[config.mk]
export PLATFORM = sky130hd
export DESIGN_NAME = rcc_radio_core_control_two
export DESIGN_NICKNAME = d
export VERILOG_FILES = /design/src/logic/rcc_pkg.sv /design/src/logic/rcc_radio_core_control_two.sv
export SDC_FILE = /design/constraint.sdc
export NUM_CORES = 1
export LEC_CHECK = 0
export BUFFER_PORTS_ARGS = -buffer_cell sky130_fd_sc_hd__buf_2
export CAP_MARGIN = 40
export CORE_ASPECT_RATIO = 2
export CORE_MARGIN = 8
export CORE_UTILIZATION = 25
export CTS_BUF_LIST = sky130_fd_sc_hd__clkbuf_4
export CTS_CLUSTER_SIZE = 24
export DETAILED_ROUTE_END_ITERATION = 6
export PLACE_DENSITY = 0.59
export SLEW_MARGIN = 10
export SYNTH_ARGS = -nofsm -noshare
export SYNTH_HDL_FRONTEND = slang
export SYNTH_SLANG_ARGS = --single-unit
[constraint.sdc]
create_clock -name SYS_CLK -period 2.7 [get_ports SYS_CLK]
set_input_delay 0.54 -clock SYS_CLK [delete_from_list [all_inputs] [get_ports SYS_CLK]]
set_output_delay 0.54 -clock SYS_CLK [all_outputs]
set_load 0.005 [all_outputs]
[src/logic/rcc_pkg.sv]
// constants, encodings and state layout of the radio core control block
// assumes a 32-bit apb bus and one system clock
package rcc_pkg;

    // ----------------------------------------------------------------
    // register byte addresses
    // ----------------------------------------------------------------
    localparam logic [31:0] RCC_CNTL2_ADDR    = 32'h40000200;
    localparam logic [31:0] RCC_EV_STAT_ADDR  = 32'h40000210;
    localparam logic [31:0] RCC_EV_CLEAR_ADDR = 32'h40000214;
    localparam logic [31:0] RCC_EV_EN_ADDR    = 32'h40000218;

    // ----------------------------------------------------------------
    // control register field positions
    // ----------------------------------------------------------------
    localparam int RCC_MHZ_LSB    = 9;
    localparam int RCC_MHZ_MSB    = 14;
    localparam int RCC_PERMIT_BIT = 8;
    localparam int RCC_EDGE_BIT   = 7;
    localparam int RCC_CLKST_BIT  = 6;
    localparam int RCC_FLIP_BIT   = 5;
    localparam int RCC_SRC_LSB    = 3;
    localparam int RCC_SRC_MSB    = 4;
    localparam int RCC_MASK_BIT   = 2;
    localparam int RCC_CLEAR_BIT  = 1;
    localparam int RCC_FLAG_BIT   = 0;

    // ----------------------------------------------------------------
    // event register bit positions
    // ----------------------------------------------------------------
    localparam int RCC_EV_FAULT  = 0;
    localparam int RCC_EV_EDGE   = 1;
    localparam int RCC_EV_PERMIT = 2;
    localparam int RCC_EV_W      = 3;

    // ----------------------------------------------------------------
    // values after reset
    // ----------------------------------------------------------------
    localparam logic [5:0]  RCC_MHZ_RST   = 6'h00;
    localparam logic        RCC_MASK_RST  = 1'b1;
    localparam logic        RCC_FLIP_RST  = 1'b0;
    localparam logic [1:0]  RCC_SRC_RST   = 2'h0;
    localparam logic [2:0]  RCC_EV_EN_RST = 3'h0;
    localparam logic [31:0] RCC_ZERO_WORD = 32'h00000000;

    // slow clock rising edges from sleep request to power-down permit
    localparam logic [1:0]  RCC_PERMIT_EDGES = 2'h2;

    // ----------------------------------------------------------------
    // probe bus source encodings
    // ----------------------------------------------------------------
    localparam logic [1:0] RCC_SRC_CORE      = 2'h0;
    localparam logic [1:0] RCC_SRC_CORE_SLOW = 2'h1;
    localparam logic [1:0] RCC_SRC_RADIO_A   = 2'h2;
    localparam logic [1:0] RCC_SRC_RADIO_B   = 2'h3;

    // ----------------------------------------------------------------
    // power-down permit sequencer states
    // ----------------------------------------------------------------
    typedef enum logic [2:0] {
        RCC_PD_IDLE   = 3'b001,
        RCC_PD_WAIT   = 3'b010,
        RCC_PD_PERMIT = 3'b100
    } rcc_pd_state_t;

    // ----------------------------------------------------------------
    // whole state of the block
    // ----------------------------------------------------------------
    typedef struct packed {
        logic [5:0]    master_clock_mhz;
        logic          core_powerdown_permit;
        logic          slow_clock_edge_seen;
        logic          clock_source_status;
        logic          probe_bus_flip;
        logic [1:0]    probe_bus_source;
        logic          xmem_fault_irq_mask;
        logic          xmem_fault_flag;
        rcc_pd_state_t pd_state;
        logic [1:0]    pd_edges;
        logic          slow_prev;
        logic [2:0]    ev_stat;
        logic [2:0]    ev_en;
        logic          ev_irq;
        logic          core_error_interrupt;
        logic [7:0]    port0_probe;
        logic [3:0]    port1_probe;
        logic          pready;
        logic          pslverr;
        logic [31:0]   prdata;
    } rcc_state_t;

endpackage

[src/logic/rcc_radio_core_control_two.sv]
// radio core control register two: clock setting, power-down permit,
// slow clock monitor, probe bus mux and exchange memory fault handling
// assumes all inputs synchronous to SYS_CLK, including the slow clock
// which is sampled as a level; apb master follows the usual handshake
//
// Behaviour
// - read-only power-down permit bit 8 rises after sleep request
// - power-down permit clears when the sleep exit interrupt asserts
// - edge monitor bit 7: software writes zero, slow rising edge sets
// - edge monitor not set while timer slow reset holds the timers
// - bit 6 reads 1 on master clock, 0 on low-power clock
// - probe source selects core groups, slow signals or radio groups
// - flip bit 5 reverses probe bus order onto port 0
// - port 1 pins 3:0 copy port 0 pins 3:0
// - fault mask resets to 1; error interrupt follows flag while set
// - fault clear bit 1: one clears flag, zero ignored, reads zero
// - unmapped page access sets read-only fault flag bit 0
`timescale 1ns/1ps

module rcc_radio_core_control_two (
    // clock and reset
    input  wire logic        SYS_CLK,
    input  wire logic        NRST,
    // apb slave
    input  wire logic        PSEL,
    input  wire logic        PENABLE,
    input  wire logic        PWRITE,
    input  wire logic [31:0] PADDR,
    input  wire logic [31:0] PWDATA,
    output logic      [31:0] PRDATA,
    output logic             PREADY,
    output logic             PSLVERR,
    // core status inputs
    input  wire logic        SLOW_CLK,
    input  wire logic        TIMER_SLOW_RESET,
    input  wire logic        DEEP_SLEEP_REQ,
    input  wire logic        SLEEP_EXIT_INTERRUPT,
    input  wire logic        CLOCK_ON_MASTER,
    input  wire logic        XMEM_FAULT_SIGNAL,
    // probe sources
    input  wire logic [7:0]  CORE_PROBE_GROUP_A,
    input  wire logic [7:0]  CORE_PROBE_GROUP_B,
    input  wire logic [7:0]  CORE_PROBE_GROUP_C,
    input  wire logic [7:0]  RADIO_PROBE_GROUP_A,
    input  wire logic [7:0]  RADIO_PROBE_GROUP_B,
    input  wire logic        SLOW_WAKEUP_INTERRUPT,
    input  wire logic        DEEP_SLEEP_STATE_SLOW,
    // settings and probe outputs
    output logic      [5:0]  MASTER_CLOCK_MHZ,
    output logic      [7:0]  PORT0_PROBE,
    output logic      [3:0]  PORT1_PROBE,
    // interrupts
    output logic             CORE_ERROR_INTERRUPT,
    output logic             EVENT_IRQ
);

    // ----------------------------------------------------------------
    // helpers
    // ----------------------------------------------------------------

    // reverse the bit order of a byte
    function automatic logic [7:0] flip8(input logic [7:0] v);
        logic [7:0] r;
        r = 8'h00;
        for (int i = 0; i < 8; i++) begin
            r[i] = v[7 - i];
        end
        return r;
    endfunction

    // ----------------------------------------------------------------
    // state
    // ----------------------------------------------------------------
    rcc_pkg::rcc_state_t st;
    rcc_pkg::rcc_state_t next_st;

    // decoded bus and event terms
    logic        setup;
    logic        wr_done;
    logic        hit_cntl;
    logic        hit_stat;
    logic        hit_clear;
    logic        hit_en;
    logic        slow_rise;
    logic        fault_set;
    logic        fault_clr;
    logic        edge_set;
    logic        permit_rise;
    logic [2:0]  ev_new;
    logic [7:0]  probe_bus;
    logic [7:0]  probe_mapped;
    logic [31:0] cntl_word;

    // ----------------------------------------------------------------
    // address decode and bus phases
    // ----------------------------------------------------------------

    // setup phase seen, write taken at access edge with ready high
    assign setup     = PSEL & ~PENABLE;
    assign wr_done   = PSEL & PENABLE & st.pready & PWRITE;
    assign hit_cntl  = (PADDR == rcc_pkg::RCC_CNTL2_ADDR);
    assign hit_stat  = (PADDR == rcc_pkg::RCC_EV_STAT_ADDR);
    assign hit_clear = (PADDR == rcc_pkg::RCC_EV_CLEAR_ADDR);
    assign hit_en    = (PADDR == rcc_pkg::RCC_EV_EN_ADDR);

    // ----------------------------------------------------------------
    // event terms
    // ----------------------------------------------------------------

    // rising edge of the sampled slow clock
    assign slow_rise = SLOW_CLK & ~st.slow_prev;

    // monitor bit only armed while timers are out of reset
    assign edge_set = slow_rise & ~TIMER_SLOW_RESET;

    // fault flag set by hardware, cleared by a written one
    assign fault_set = XMEM_FAULT_SIGNAL;
    assign fault_clr = wr_done & hit_cntl
                       & PWDATA[rcc_pkg::RCC_CLEAR_BIT];

    // ----------------------------------------------------------------
    // probe bus mux
    // ----------------------------------------------------------------

    // source select for the eight-bit probe bus
    always_comb begin
        case (st.probe_bus_source)
            rcc_pkg::RCC_SRC_CORE: begin
                probe_bus = {CORE_PROBE_GROUP_C[7:5],
                             CORE_PROBE_GROUP_B[4:3],
                             CORE_PROBE_GROUP_A[2:0]};
            end
            rcc_pkg::RCC_SRC_CORE_SLOW: begin
                probe_bus = {CORE_PROBE_GROUP_C[7:5],
                             CORE_PROBE_GROUP_B[4:3],
                             CORE_PROBE_GROUP_A[2],
                             SLOW_WAKEUP_INTERRUPT,
                             DEEP_SLEEP_STATE_SLOW};
            end
            rcc_pkg::RCC_SRC_RADIO_A: begin
                probe_bus = RADIO_PROBE_GROUP_A;
            end
            rcc_pkg::RCC_SRC_RADIO_B: begin
                probe_bus = RADIO_PROBE_GROUP_B;
            end
            default: begin
                probe_bus = 8'h00;
            end
        endcase
    end

    // optional bit reversal before the ports
    assign probe_mapped = st.probe_bus_flip ? flip8(probe_bus)
                                            : probe_bus;

    // ----------------------------------------------------------------
    // control register read view
    // ----------------------------------------------------------------

    // clear bit always reads zero, upper bits zero
    always_comb begin
        cntl_word = rcc_pkg::RCC_ZERO_WORD;
        cntl_word[rcc_pkg::RCC_MHZ_MSB:rcc_pkg::RCC_MHZ_LSB] =
            st.master_clock_mhz;
        cntl_word[rcc_pkg::RCC_PERMIT_BIT] = st.core_powerdown_permit;
        cntl_word[rcc_pkg::RCC_EDGE_BIT]   = st.slow_clock_edge_seen;
        cntl_word[rcc_pkg::RCC_CLKST_BIT]  = st.clock_source_status;
        cntl_word[rcc_pkg::RCC_FLIP_BIT]   = st.probe_bus_flip;
        cntl_word[rcc_pkg::RCC_SRC_MSB:rcc_pkg::RCC_SRC_LSB] =
            st.probe_bus_source;
        cntl_word[rcc_pkg::RCC_MASK_BIT]   = st.xmem_fault_irq_mask;
        cntl_word[rcc_pkg::RCC_FLAG_BIT]   = st.xmem_fault_flag;
    end

    // ----------------------------------------------------------------
    // next state
    // ----------------------------------------------------------------
    always_comb begin
        next_st = st;

        // slow clock sample for edge detection
        next_st.slow_prev = SLOW_CLK;

        // clock source status follows the core clock mux
        next_st.clock_source_status = CLOCK_ON_MASTER;

        // software-writable fields
        if (wr_done && hit_cntl) begin
            next_st.master_clock_mhz =
                PWDATA[rcc_pkg::RCC_MHZ_MSB:rcc_pkg::RCC_MHZ_LSB];
            next_st.probe_bus_flip   = PWDATA[rcc_pkg::RCC_FLIP_BIT];
            next_st.probe_bus_source =
                PWDATA[rcc_pkg::RCC_SRC_MSB:rcc_pkg::RCC_SRC_LSB];
            next_st.xmem_fault_irq_mask = PWDATA[rcc_pkg::RCC_MASK_BIT];
            // only a written zero touches the monitor bit
            if (!PWDATA[rcc_pkg::RCC_EDGE_BIT]) begin
                next_st.slow_clock_edge_seen = 1'b0;
            end
        end

        // hardware set of the monitor bit wins over a written zero
        if (edge_set) begin
            next_st.slow_clock_edge_seen = 1'b1;
        end

        // fault flag: set wins over clear
        if (fault_clr) begin
            next_st.xmem_fault_flag = 1'b0;
        end
        if (fault_set) begin
            next_st.xmem_fault_flag = 1'b1;
        end

        // power-down permit sequencer on slow clock edges
        case (st.pd_state)
            rcc_pkg::RCC_PD_IDLE: begin
                next_st.pd_edges = 2'h0;
                if (DEEP_SLEEP_REQ) begin
                    next_st.pd_state = rcc_pkg::RCC_PD_WAIT;
                end
            end
            rcc_pkg::RCC_PD_WAIT: begin
                if (slow_rise) begin
                    next_st.pd_edges = st.pd_edges + 2'h1;
                    if (st.pd_edges + 2'h1 == rcc_pkg::RCC_PERMIT_EDGES) begin
                        next_st.pd_state = rcc_pkg::RCC_PD_PERMIT;
                        next_st.core_powerdown_permit = 1'b1;
                    end
                end
            end
            rcc_pkg::RCC_PD_PERMIT: begin
                next_st.core_powerdown_permit = 1'b1;
            end
            default: begin
                next_st.pd_state = rcc_pkg::RCC_PD_IDLE;
                next_st.core_powerdown_permit = 1'b0;
            end
        endcase

        // sleep exit drops the permit and restarts the sequence
        if (SLEEP_EXIT_INTERRUPT) begin
            next_st.pd_state = rcc_pkg::RCC_PD_IDLE;
            next_st.core_powerdown_permit = 1'b0;
            next_st.pd_edges = 2'h0;
        end

        // permit rise against the settled sequencer, no loop through nets
        permit_rise = ~st.core_powerdown_permit
                      & next_st.core_powerdown_permit;
        ev_new      = {permit_rise, edge_set, fault_set};

        // event enable register
        if (wr_done && hit_en) begin
            next_st.ev_en = PWDATA[rcc_pkg::RCC_EV_W - 1:0];
        end

        // sticky events: written ones clear, new events win
        if (wr_done && hit_clear) begin
            next_st.ev_stat = st.ev_stat & ~PWDATA[rcc_pkg::RCC_EV_W - 1:0];
        end
        next_st.ev_stat = next_st.ev_stat | ev_new;

        // interrupt outputs registered from the next values
        next_st.ev_irq = |(next_st.ev_stat & next_st.ev_en);
        next_st.core_error_interrupt = next_st.xmem_fault_flag
                                       & next_st.xmem_fault_irq_mask;

        // probe ports, port 1 mirrors port 0 low nibble
        next_st.port0_probe = probe_mapped;
        next_st.port1_probe = probe_mapped[3:0];

        // apb answer prepared in setup, ready during access phase
        next_st.pready  = setup;
        next_st.pslverr = 1'b0;
        next_st.prdata  = rcc_pkg::RCC_ZERO_WORD;
        if (setup) begin
            if (hit_cntl) begin
                next_st.prdata = cntl_word;
            end else if (hit_stat) begin
                next_st.prdata[rcc_pkg::RCC_EV_W - 1:0] = st.ev_stat;
            end else if (hit_en) begin
                next_st.prdata[rcc_pkg::RCC_EV_W - 1:0] = st.ev_en;
            end else if (!hit_clear) begin
                next_st.pslverr = 1'b1;
            end
        end
    end

    // ----------------------------------------------------------------
    // state register
    // ----------------------------------------------------------------
    always_ff @(posedge SYS_CLK or negedge NRST) begin
        if (!NRST) begin
            st.master_clock_mhz      <= rcc_pkg::RCC_MHZ_RST;
            st.core_powerdown_permit <= 1'b0;
            st.slow_clock_edge_seen  <= 1'b0;
            st.clock_source_status   <= 1'b0;
            st.probe_bus_flip        <= rcc_pkg::RCC_FLIP_RST;
            st.probe_bus_source      <= rcc_pkg::RCC_SRC_RST;
            st.xmem_fault_irq_mask   <= rcc_pkg::RCC_MASK_RST;
            st.xmem_fault_flag       <= 1'b0;
            st.pd_state              <= rcc_pkg::RCC_PD_IDLE;
            st.pd_edges              <= 2'h0;
            st.slow_prev             <= 1'b0;
            st.ev_stat               <= 3'h0;
            st.ev_en                 <= rcc_pkg::RCC_EV_EN_RST;
            st.ev_irq                <= 1'b0;
            st.core_error_interrupt  <= 1'b0;
            st.port0_probe           <= 8'h00;
            st.port1_probe           <= 4'h0;
            st.pready                <= 1'b0;
            st.pslverr               <= 1'b0;
            st.prdata                <= rcc_pkg::RCC_ZERO_WORD;
        end else begin
            st <= next_st;
        end
    end

    // ----------------------------------------------------------------
    // outputs
    // ----------------------------------------------------------------

    // every output is a state flip-flop
    assign PRDATA               = st.prdata;
    assign PREADY               = st.pready;
    assign PSLVERR              = st.pslverr;
    assign MASTER_CLOCK_MHZ     = st.master_clock_mhz;
    assign PORT0_PROBE          = st.port0_probe;
    assign PORT1_PROBE          = st.port1_probe;
    assign CORE_ERROR_INTERRUPT = st.core_error_interrupt;
    assign EVENT_IRQ            = st.ev_irq;

endmodule

==> run_results.csv, run 1 <==
group,metric,value,unit
detailed_routing,highest_layer,"met5",
synth,yosysSeqAreaShare,0.468,
critical_path,cp_common_cell,"nor4_2",
critical_path,start_kind,"primary input",
timing,relSlewSlack,0.582,
grt,grt_pass1_wl,11900,µm
clock_tree,htree_levels,2,
placement,place.gp.congestion,0.757,
critical_path,endpoint_kind,"flip-flop",
detailed_routing,num_vias,2127,
min_path,min-delay-path-class,"in2async",
critical_path,crit_fanout,2,
clock_tree,cts_resized,0,
timing,fin_skew,0.00950,ns
floorplanning,die_h,167,µm
synth,ys.flop_type,"dfrtp_1",
timing,drv_slew,0,
timing,rsz0062_at_grt,"no",
critical_path,cp_slowest_cell,"nor4_2",
timing,tns,0,ns
detailed_routing,drtAntennaViolNets,0,
critical_path,cp_cell_sequence,"buf_2 -> nor4_2 -> nand4_4 -> nor4_2 -> mux2_2 -> a221o_1",
critical_path,max_stage_delay,0.45,ns
detailed_routing,drt-total-wl,7480,µm
floorplanning,boundaryPins,171,
cells_and_area,syn_to_final_growth,19.9,%
pwr,ir_drop,286,µV
clock_tree,clock_sinks,53,
clock_tree,post_cts_buffers,0,
pwr,power_density,443,nW/µm²
critical_path,crit_type,"in2reg",
timing,tightestPinTransition,0.627,ns
timing,setup_viol,0,
detailed_routing,wl_met3,482,µm
cells_and_area,nets,470,
detailed_routing,wl_per_cell,15.1,µm
synth,syn_inst,264,
floorplanning,num_rows,55,
detailed_routing,route.detailed.drc,0,
detailed_routing,viasPerCell,4.30,
cells_and_area,n_antenna_cell,0,
synth,yosysWarningCount,0,
run,maxCapViolCount,0,
cells_and_area,layout_commonest_cell,"buf_2",
cells_and_area,fillers,1174,
critical_path,rrSetupSlack,0.90,ns
grt,antenna_found_initial,1,
run_status,status,"finished clean",
placement,dp.final_hpwl,6280,µm
detailed_routing,met1_length,2380,µm
synth,async_reset_ff_frac,1.00,
timing,fin_crit_sh,0.763,
placement,io_buffers,118,
floorplanning,coreArea,11200,µm²
synth,synth_cell_types,47,
cells_and_area,mostFrequentLayoutCells,"buf_2, dfrtp_1, nand2_1, conb_1, nor2_1",
floorplanning,initial_utilization,0.253,
cells_and_area,final_core_util,0.303,
timing,period_needed,2.06,ns
detailed_routing,dr.first_iter.drc_count,25,
clock_tree,postCtsHoldBufs,0,
floorplanning,die-area,15200,µm²
critical_path,crit_required,2.98,ns
grt,grt_pass1_vias,2273,
clock_tree,root_buffer,"clkbuf_4",
timing,fmax,486,MHz
synth,synth_edf_count,0,
clock_tree,numCtsBuffers,5,
synth,synth.avg_cell_area,10.7,µm²
grt,grt_max_degree,28,
clock_tree,clockBufferDepth,2,
critical_path,arrival,2.34,ns
floorplanning,die_w,91.3,µm
grt,grt_overflow,0,
synth,syn_area,2840,µm²
synth,ys_ff_latch,53,
clock_tree,cts_tree,"yes",
clock_tree,clk_latency,0.38,ns
pwr,power_leakage,1.72,nW
detailed_routing,wl_met2,4490,µm
detailed_routing,dr.pass1.iters,4,
cells_and_area,drive_above_1_share,0.465,
critical_path,worst-r2r-cell-count,5,
timing,hold_viol,0,
grt,grt_use_total,0.0970,
clock_tree,clk_transition_reported_paths,0.16,ns
[cells in the mapped netlist (2+ instances only)]
| cell | number | area [µm²] |
|---|---|---|
| a21oi_1 | 3 | 15.0 |
| a22oi_1 | 2 | 15.0 |
| a31oi_1 | 3 | 18.8 |
| and2_1 | 12 | 75.1 |
| buf_2 | 3 | 15.0 |
| buf_4 | 50 | 375 |
| clkbuf_1 | 6 | 22.5 |
| dfrtp_1 | 51 | 1280 |
| dfstp_2 | 2 | 52.6 |
| inv_1 | 7 | 26.3 |
| mux2_2 | 13 | 146 |
| mux2i_1 | 14 | 140 |
| mux4_2 | 2 | 45.0 |
| nand2_1 | 21 | 78.8 |
| nand2b_1 | 2 | 12.5 |
| nand4b_1 | 2 | 17.5 |
| nor2_1 | 16 | 60.1 |
| nor2b_1 | 5 | 31.3 |
| nor3_1 | 5 | 25.0 |
| nor4_1 | 2 | 12.5 |
| nor4_2 | 4 | 50.1 |
| o21ai_0 | 12 | 60.1 |
| o41ai_1 | 2 | 17.5 |
| or2_2 | 2 | 12.5 |
[logic make-up after synthesis]
family	synth area share
compound gates	0.0697
xor+xnor	0.00309
fa+ha+maj	0.00794
buf+inv	0.155
flops	0.468
mux	0.117
other cells	0.00132
simple gates	0.178
[sequential cells by signal (all words and copies together) (netlist names)]
| register | flops |
|---|---|
| CORE_ERROR_INTERRUPT | 1 |
| EVENT_IRQ | 1 |
| MASTER_CLOCK_MHZ | 6 |
| PORT0_PROBE | 5 |
| PORT1_PROBE | 3 |
| PRDATA | 15 |
| PREADY | 1 |
| PSLVERR | 1 |
| cntl_word | 8 |
| st | 12 |
[cell type report]
type                       count  area [µm²]  area share
timing repair buffer         124         636       0.187
clock buffer                   5        37.5      0.0110
tap                          142         178      0.0523
sequential                    53        1330       0.391
clock inverter                 3        65.1      0.0191
inverter                       7        26.3     0.00773
multi-input combinational    161        1130       0.332
[worst max-delay path, delay by kind of cell]
family	cells	cell delay, ns
AOI/OAI and AO/OA	1	0.34
buffers and inverters	1	0.10
and+or+nand+nor	3	0.96
muxes	1	0.40
[report_power, final]
part / total, W / leakage [nW] / switching [W] / internal (W)
registers: 0.000815 / 0.681 / 0.00000875 / 0.000806
clock network: 0.000543 / 0.0552 / 0.000256 / 0.000287
logic: 0.000148 / 0.984 / 0.0000749 / 0.0000728
[path summary, 6_finish.rpt]
path                                       end            start
worst max register to register       EVENT_IRQ           PREADY
worst min-delay path                    st[55]             NRST
worst min register to register       PRDATA[6]     cntl_word[6]
max in group asynchronous       PORT1_PROBE[0]             NRST
worst max-delay path                 EVENT_IRQ         PADDR[8]
min in group SYS_CLK              cntl_word[6]  CLOCK_ON_MASTER
[stage by stage]
stage                     setup slack [ns]  hold WS [ns]  cell area, µm²  cells  total power [W]
after global routing                 0.602         0.189            3400    495          0.00158
after floorplan                      0.457         0.244            2900    280         0.000909
after global placement               0.249         0.433            3300    487         0.000976
after CTS                            0.655         0.162            3400    495          0.00153
final                                0.640         0.161            3400    495          0.00151
after detailed placement             0.227         0.433            3300    487         0.000980
[metal layers]
layer / vias to the layer above / GRT usage
met2: 63 / 0.199
met3: 7 / 0.0306
met5: - / 0
li1: 1011 / -
met4: 2 / 0.0323
met1: 1044 / 0.0821
(Power assumes the default switching activity.)
==> inputs of run 2 (changes only) <==
--- a/config.mk
+++ b/config.mk
@@ -13,7 +13,7 @@
 export CTS_BUF_LIST = sky130_fd_sc_hd__clkbuf_4
 export CTS_CLUSTER_SIZE = 24
 export DETAILED_ROUTE_END_ITERATION = 6
-export PLACE_DENSITY = 0.59
+export PLACE_DENSITY = 0.61
 export SLEW_MARGIN = 10
 export SYNTH_ARGS = -nofsm -noshare
 export SYNTH_HDL_FRONTEND = slang
==> constraint.sdc (replaced) <==
create_clock -name SYS_CLK -period 1.73 [get_ports SYS_CLK]
set_input_delay 0.346 -clock SYS_CLK [delete_from_list [all_inputs] [get_ports SYS_CLK]]
set_output_delay 0.346 -clock SYS_CLK [all_outputs]
set_load 0.005 [all_outputs]
==> run_results.csv, run 2 (same netlist as run 1, synthesis figures left out) <==
group,metric,value,unit
run_status,status,"finished with violations",
run_status,violations,"setup timing",
pwr,power.switching,0.000550,W
timing,tightestPinTransition,0.541,ns
detailed_routing,route.detailed.drc,0,
timing,setup_slack,-0.0475,ns
placement,dp.final_hpwl,6530,µm
timing,hold_viol,0,
pwr,internal_power,0.00169,W
critical_path,cp_slowest_cell,"dfrtp_1",
floorplanning,die_h,167,µm
timing,fin_crit_sh,1.03,
timing,relSlewSlack,0.640,
placement,io_buffers,118,
timing,fin_skew,0.00792,ns
clock_tree,numCtsBuffers,5,
grt,grt_use_total,0.104,
floorplanning,die_w,91.3,µm
timing,drv_slew,0,
detailed_routing,num_vias,2202,
critical_path,arrival,2.06,ns
grt,grt_max_degree,27,
timing,period_needed,1.78,ns
floorplanning,coreArea,11200,µm²
critical_path,max_stage_delay,0.40,ns
timing,fmax,563,MHz
critical_path,endpoint_kind,"flip-flop",
critical_path,crit_fanout,3,
clock_tree,clockBufferDepth,2,
placement,place_area,3480,µm²
pwr,p_seq_frac,0.569,
clock_tree,cts_tree,"yes",
critical_path,start_kind,"flip-flop",
grt,grt_overflow,0,
cells_and_area,largest_register_ffs,15,
floorplanning,num_rows,55,
cells_and_area,final_core_util,0.322,
run,maxCapViolCount,0,
detailed_routing,dr.pass1.iters,4,
cells_and_area,nets,485,
pwr,p_sw_frac,0.246,
timing,setup_viol,1,
detailed_routing,wl_per_cell,15.2,µm
detailed_routing,viasPerCell,4.32,
critical_path,cp_cell_sequence,"and4_4 -> nand4b_1 -> o41ai_2 -> o21ai_1 -> a221o_1",
detailed_routing,drtAntennaViolNets,0,
cells_and_area,mostFrequentLayoutCells,"buf_2, dfrtp_1, nand2_1, conb_1, buf_4",
cells_and_area,drive_above_1_share,0.495,
min_path,min-delay-path-class,"in2reg",
pwr,combPwrFrac,0.116,
critical_path,crit_type,"reg2reg",
critical_path,crit_buf_inv,0,
clock_tree,clk_transition_reported_paths,0.16,ns
critical_path,critPathTopFamily,"compound AO/OA/AOI/OAI gates",
clock_tree,htree_levels,2,
grt,grt_pass1_vias,2534,
grt,grt_pass1_wl,12700,µm
floorplanning,die-area,15200,µm²
pwr,finalPower,0.00224,W
pwr,power_density,619,nW/µm²
cells_and_area,n_antenna_cell,0,
cells_and_area,stdcell_area,3610,µm²
floorplanning,boundaryPins,171,
cells_and_area,layout_commonest_cell,"buf_2",
pwr,power_leakage,1.83,nW
detailed_routing,drt-total-wl,7730,µm
clock_tree,clk_latency,0.38,ns
floorplanning,initial_utilization,0.253,
grt,antenna_found_initial,0,
timing,tns,-0.0475,ns
timing,rsz0062_at_grt,"yes",
clock_tree,root_buffer,"clkbuf_4",
critical_path,crit_required,2.01,ns
clock_tree,clock_sinks,53,
pwr,ir_drop,315,µV
detailed_routing,dr.first_iter.drc_count,32,
pwr,p_clk_frac,0.315,
cells_and_area,fillers,1161,
placement,place.gp.congestion,0.830,
cells_and_area,syn_to_final_growth,27.4,%
[run 2: changes by cell type in the layout (fill, tap and decap cells not counted), sizes merged]
cell | previous run | this run
buf | 124 | 138
bufinv | 2 | 1
clkinvlp | 0 | 1
dlygate4sd3 | 0 | 1
[run 2: stage by stage]
step | setup WS [ns] | hold slack (ns) | instances
3_3_place_gp | -0.630 | 0.366 | 501
3_5_place_dp | -0.623 | 0.368 | 501
4_1_cts | -0.0543 | 0.0357 | 510
6_report | -0.0475 | 0.0692 | 510
5_1_grt | -0.148 | 0.0119 | 510
2_1_floorplan | -0.235 | 0.0504 | 280
[run 2: path summary, 6_finish.rpt]
kind                       slack [ns]             endpoint       startpoint  depth (start not counted)
max                             -0.05            EVENT_IRQ           PREADY                          5
min                              0.07         cntl_word[6]  CLOCK_ON_MASTER                          1
max reg2reg                     -0.05            EVENT_IRQ           PREADY                          5
min reg2reg                      0.48            PRDATA[6]     cntl_word[6]                          1
max in group asynchronous        0.72  MASTER_CLOCK_MHZ[4]             NRST                          3
min in group asynchronous        0.48               st[49]             NRST                          2
[run 2: power groups by stage]
stage	Sequential, W	Clock (W)	Combinational, W
3_3_place_gp	0.00129	0	0.000252
2_1_floorplan	0.00129	0	0.000135
3_5_place_dp	0.00130	0	0.000258
6_report	0.00127	0.000704	0.000259
5_1_grt	0.00128	0.000809	0.000290
4_1_cts	0.00127	0.000758	0.000263
[run 2: what timing repair did]
item	CTS	global route
resized for setup	4	3
endpoints found under the hold margin	17	0
pin swaps	0	0
setup buffers	0	0
endpoints found under the setup margin	1	9
hold buffers	1	0
[run 2: routing by layer]
layer / part of all wire / global-route usage / wire length (µm)
met1: 0.33 / 0.0925 / 2560
met3: 0.087 / 0.0410 / 673
met2: 0.56 / 0.198 / 4310
met4: 0.024 / 0.0438 / 186
met5: 0 / 0 / 0
[run 2: cell type report]
class | count | area, µm² | share of cell area
Clock buffer | 5 | 37.5 | 0.0104
Clock inverter | 3 | 41.3 | 0.0114
Inverter | 7 | 26.3 | 0.00727
Multi-Input combinational cell | 161 | 1220 | 0.338
Sequential cell | 53 | 1330 | 0.368
Tap cell | 142 | 178 | 0.0492
Timing Repair Buffer | 139 | 779 | 0.216
==> inputs of run 3 (changes only) <==
--- a/config.mk
+++ b/config.mk
@@ -13,6 +13,7 @@
 export CTS_BUF_LIST = sky130_fd_sc_hd__clkbuf_4
 export CTS_CLUSTER_SIZE = 24
 export DETAILED_ROUTE_END_ITERATION = 6
+export MAX_ROUTING_LAYER = met4
 export PLACE_DENSITY = 0.61
 export SLEW_MARGIN = 10
 export SYNTH_ARGS = -nofsm -noshare
==> run_results.csv, run 3 (same netlist as run 1, synthesis figures left out) <==
group,metric,value,unit
critical_path,rrSetupSlack,-0.06,ns
clock_tree,root_buffer,"clkbuf_4",
floorplanning,boundaryPins,171,
detailed_routing,dr.first_iter.drc_count,42,
timing,fin_skew,0.00430,ns
timing,fin_crit_sh,1.03,
critical_path,cp_slowest_cell,"dfrtp_1",
placement,io_buffers,118,
timing,tns,-0.0553,ns
detailed_routing,drt-total-wl,7730,µm
run_status,violations,"setup timing",
timing,hold_viol,0,
pwr,power_density,617,nW/µm²
floorplanning,die-area,15200,µm²
critical_path,crit_start,"PREADY",
cells_and_area,fillers,1161,
pwr,finalPower,0.00223,W
timing,setup_slack,-0.0553,ns
clock_tree,numCtsBuffers,5,
timing,period_needed,1.79,ns
timing,tightestPinTransition,0.538,ns
grt,antenna_found_initial,0,
cells_and_area,nets,485,
critical_path,crit_type,"reg2reg",
critical_path,crit_end,"EVENT_IRQ",
floorplanning,die_h,167,µm
clock_tree,clk_latency,0.37,ns
detailed_routing,drtAntennaViolNets,0,
placement,place_area,3480,µm²
run_status,status,"finished with violations",
pwr,ir_drop,315,µV
min_path,min-delay-path-class,"in2reg",
run,maxCapViolCount,0,
cells_and_area,mostFrequentLayoutCells,"buf_2, dfrtp_1, nand2_1, conb_1, buf_4",
clock_tree,post_cts_buffers,0,
critical_path,cp_cell_sequence,"and4_4 -> nand4b_1 -> o41ai_2 -> o21ai_1 -> a221o_1",
timing,rsz0062_at_grt,"yes",
timing,relSlewSlack,0.641,
critical_path,worst-r2r-cell-count,5,
grt,grt_overflow,0,
critical_path,r2r-start,"PREADY",
clock_tree,clockBufferDepth,2,
clock_tree,cts_tree,"yes",
critical_path,start_kind,"flip-flop",
floorplanning,coreArea,11200,µm²
grt,grt_use_total,0.107,
detailed_routing,route.detailed.drc,0,
clock_tree,clk_transition_reported_paths,0.15,ns
detailed_routing,num_vias,2210,
grt,grt_max_degree,27,
critical_path,crit_required,2.01,ns
cells_and_area,layout_commonest_cell,"buf_2",
cells_and_area,drive_above_1_share,0.495,
timing,setup_viol,1,
detailed_routing,dr.pass1.iters,6,
placement,dp.final_hpwl,6530,µm
clock_tree,htree_levels,2,
floorplanning,initial_utilization,0.253,
timing,drv_slew,0,
pwr,power_leakage,1.83,nW
critical_path,endpoint_kind,"flip-flop",
placement,place.gp.congestion,0.842,
critical_path,reg2reg_to,"EVENT_IRQ",
timing,fmax,560,MHz
detailed_routing,wl_per_cell,15.2,µm
cells_and_area,final_cells,510,
floorplanning,die_w,91.3,µm
grt,grt_pass1_vias,2530,
grt,grt_pass1_wl,12700,µm
cells_and_area,syn_to_final_growth,27.4,%
placement,placedCellCount,501,
critical_path,max_stage_delay,0.40,ns
cells_and_area,n_antenna_cell,0,
cells_and_area,stdcell_area,3610,µm²
critical_path,arrival,2.06,ns
clock_tree,clock_sinks,53,
floorplanning,num_rows,55,
critical_path,crit_fanout,3,
detailed_routing,viasPerCell,4.33,
cells_and_area,largest_register_ffs,15,
cells_and_area,final_core_util,0.322,
## run 3: timing repair
action,in CTS,in global routing
hold buffers,1,0
resized for setup,4,3
hold endpoints to repair,17,0
setup endpoints to repair,1,9
## run 3: critical path: cells and delay by family (launching register included)
family	cells	cell delay, ns
DFF	1	0.40
and+or+nand+nor	2	0.46
AOI/OAI and AO/OA	3	0.83
## run 3: worst min path at each step
| stage | startpoint | to | slack (ns) | depth (start not counted) |
|---|---|---|---|---|
| 6_report | CLOCK_ON_MASTER | cntl_word[6] | 0.07 | 1 |
| 5_1_grt | CLOCK_ON_MASTER | cntl_word[6] | 0.01 | 1 |
| 4_1_cts | CLOCK_ON_MASTER | cntl_word[6] | 0.04 | 1 |
| 3_5_place_dp | NRST | PRDATA[1] | 0.37 | 1 |
| 3_3_place_gp | NRST | PRDATA[1] | 0.37 | 1 |
| 2_1_floorplan | NRST | CORE_ERROR_INTERRUPT | 0.05 | 0 |
## run 3: layout make-up
cell class / instances / area, µm² / area share
clock buffers: 5 / 37.5 / 0.0104
clock inverters: 3 / 41.3 / 0.0114
inverters: 7 / 26.3 / 0.00727
multi-input cells: 161 / 1220 / 0.338
flip-flops and latches: 53 / 1330 / 0.368
well taps: 142 / 178 / 0.0492
repair buffers: 139 / 779 / 0.216
## run 3: where the power goes
group | switching (W) | internal [W]
combinational | 0.000131 | 0.000128
clock | 0.000399 | 0.000300
sequential | 0.0000139 | 0.00126
## run 3: per-stage QoR
step,hold WS (ns),setup slack [ns]
floorplan,0.0504,-0.235
global placement,0.366,-0.630
detailed placement,0.368,-0.623
CTS,0.0357,-0.0543
global route,0.0119,-0.148
finish,0.0699,-0.0553
## run 3: routing by layer
layer	track usage	vias to the layer above	routed length, µm
li1	-	1047	-
met1	0.0971	1048	2690
met2	0.198	100	4320
met3	0.0338	15	545
met4	0.0438	0	183
met5	-	-	0
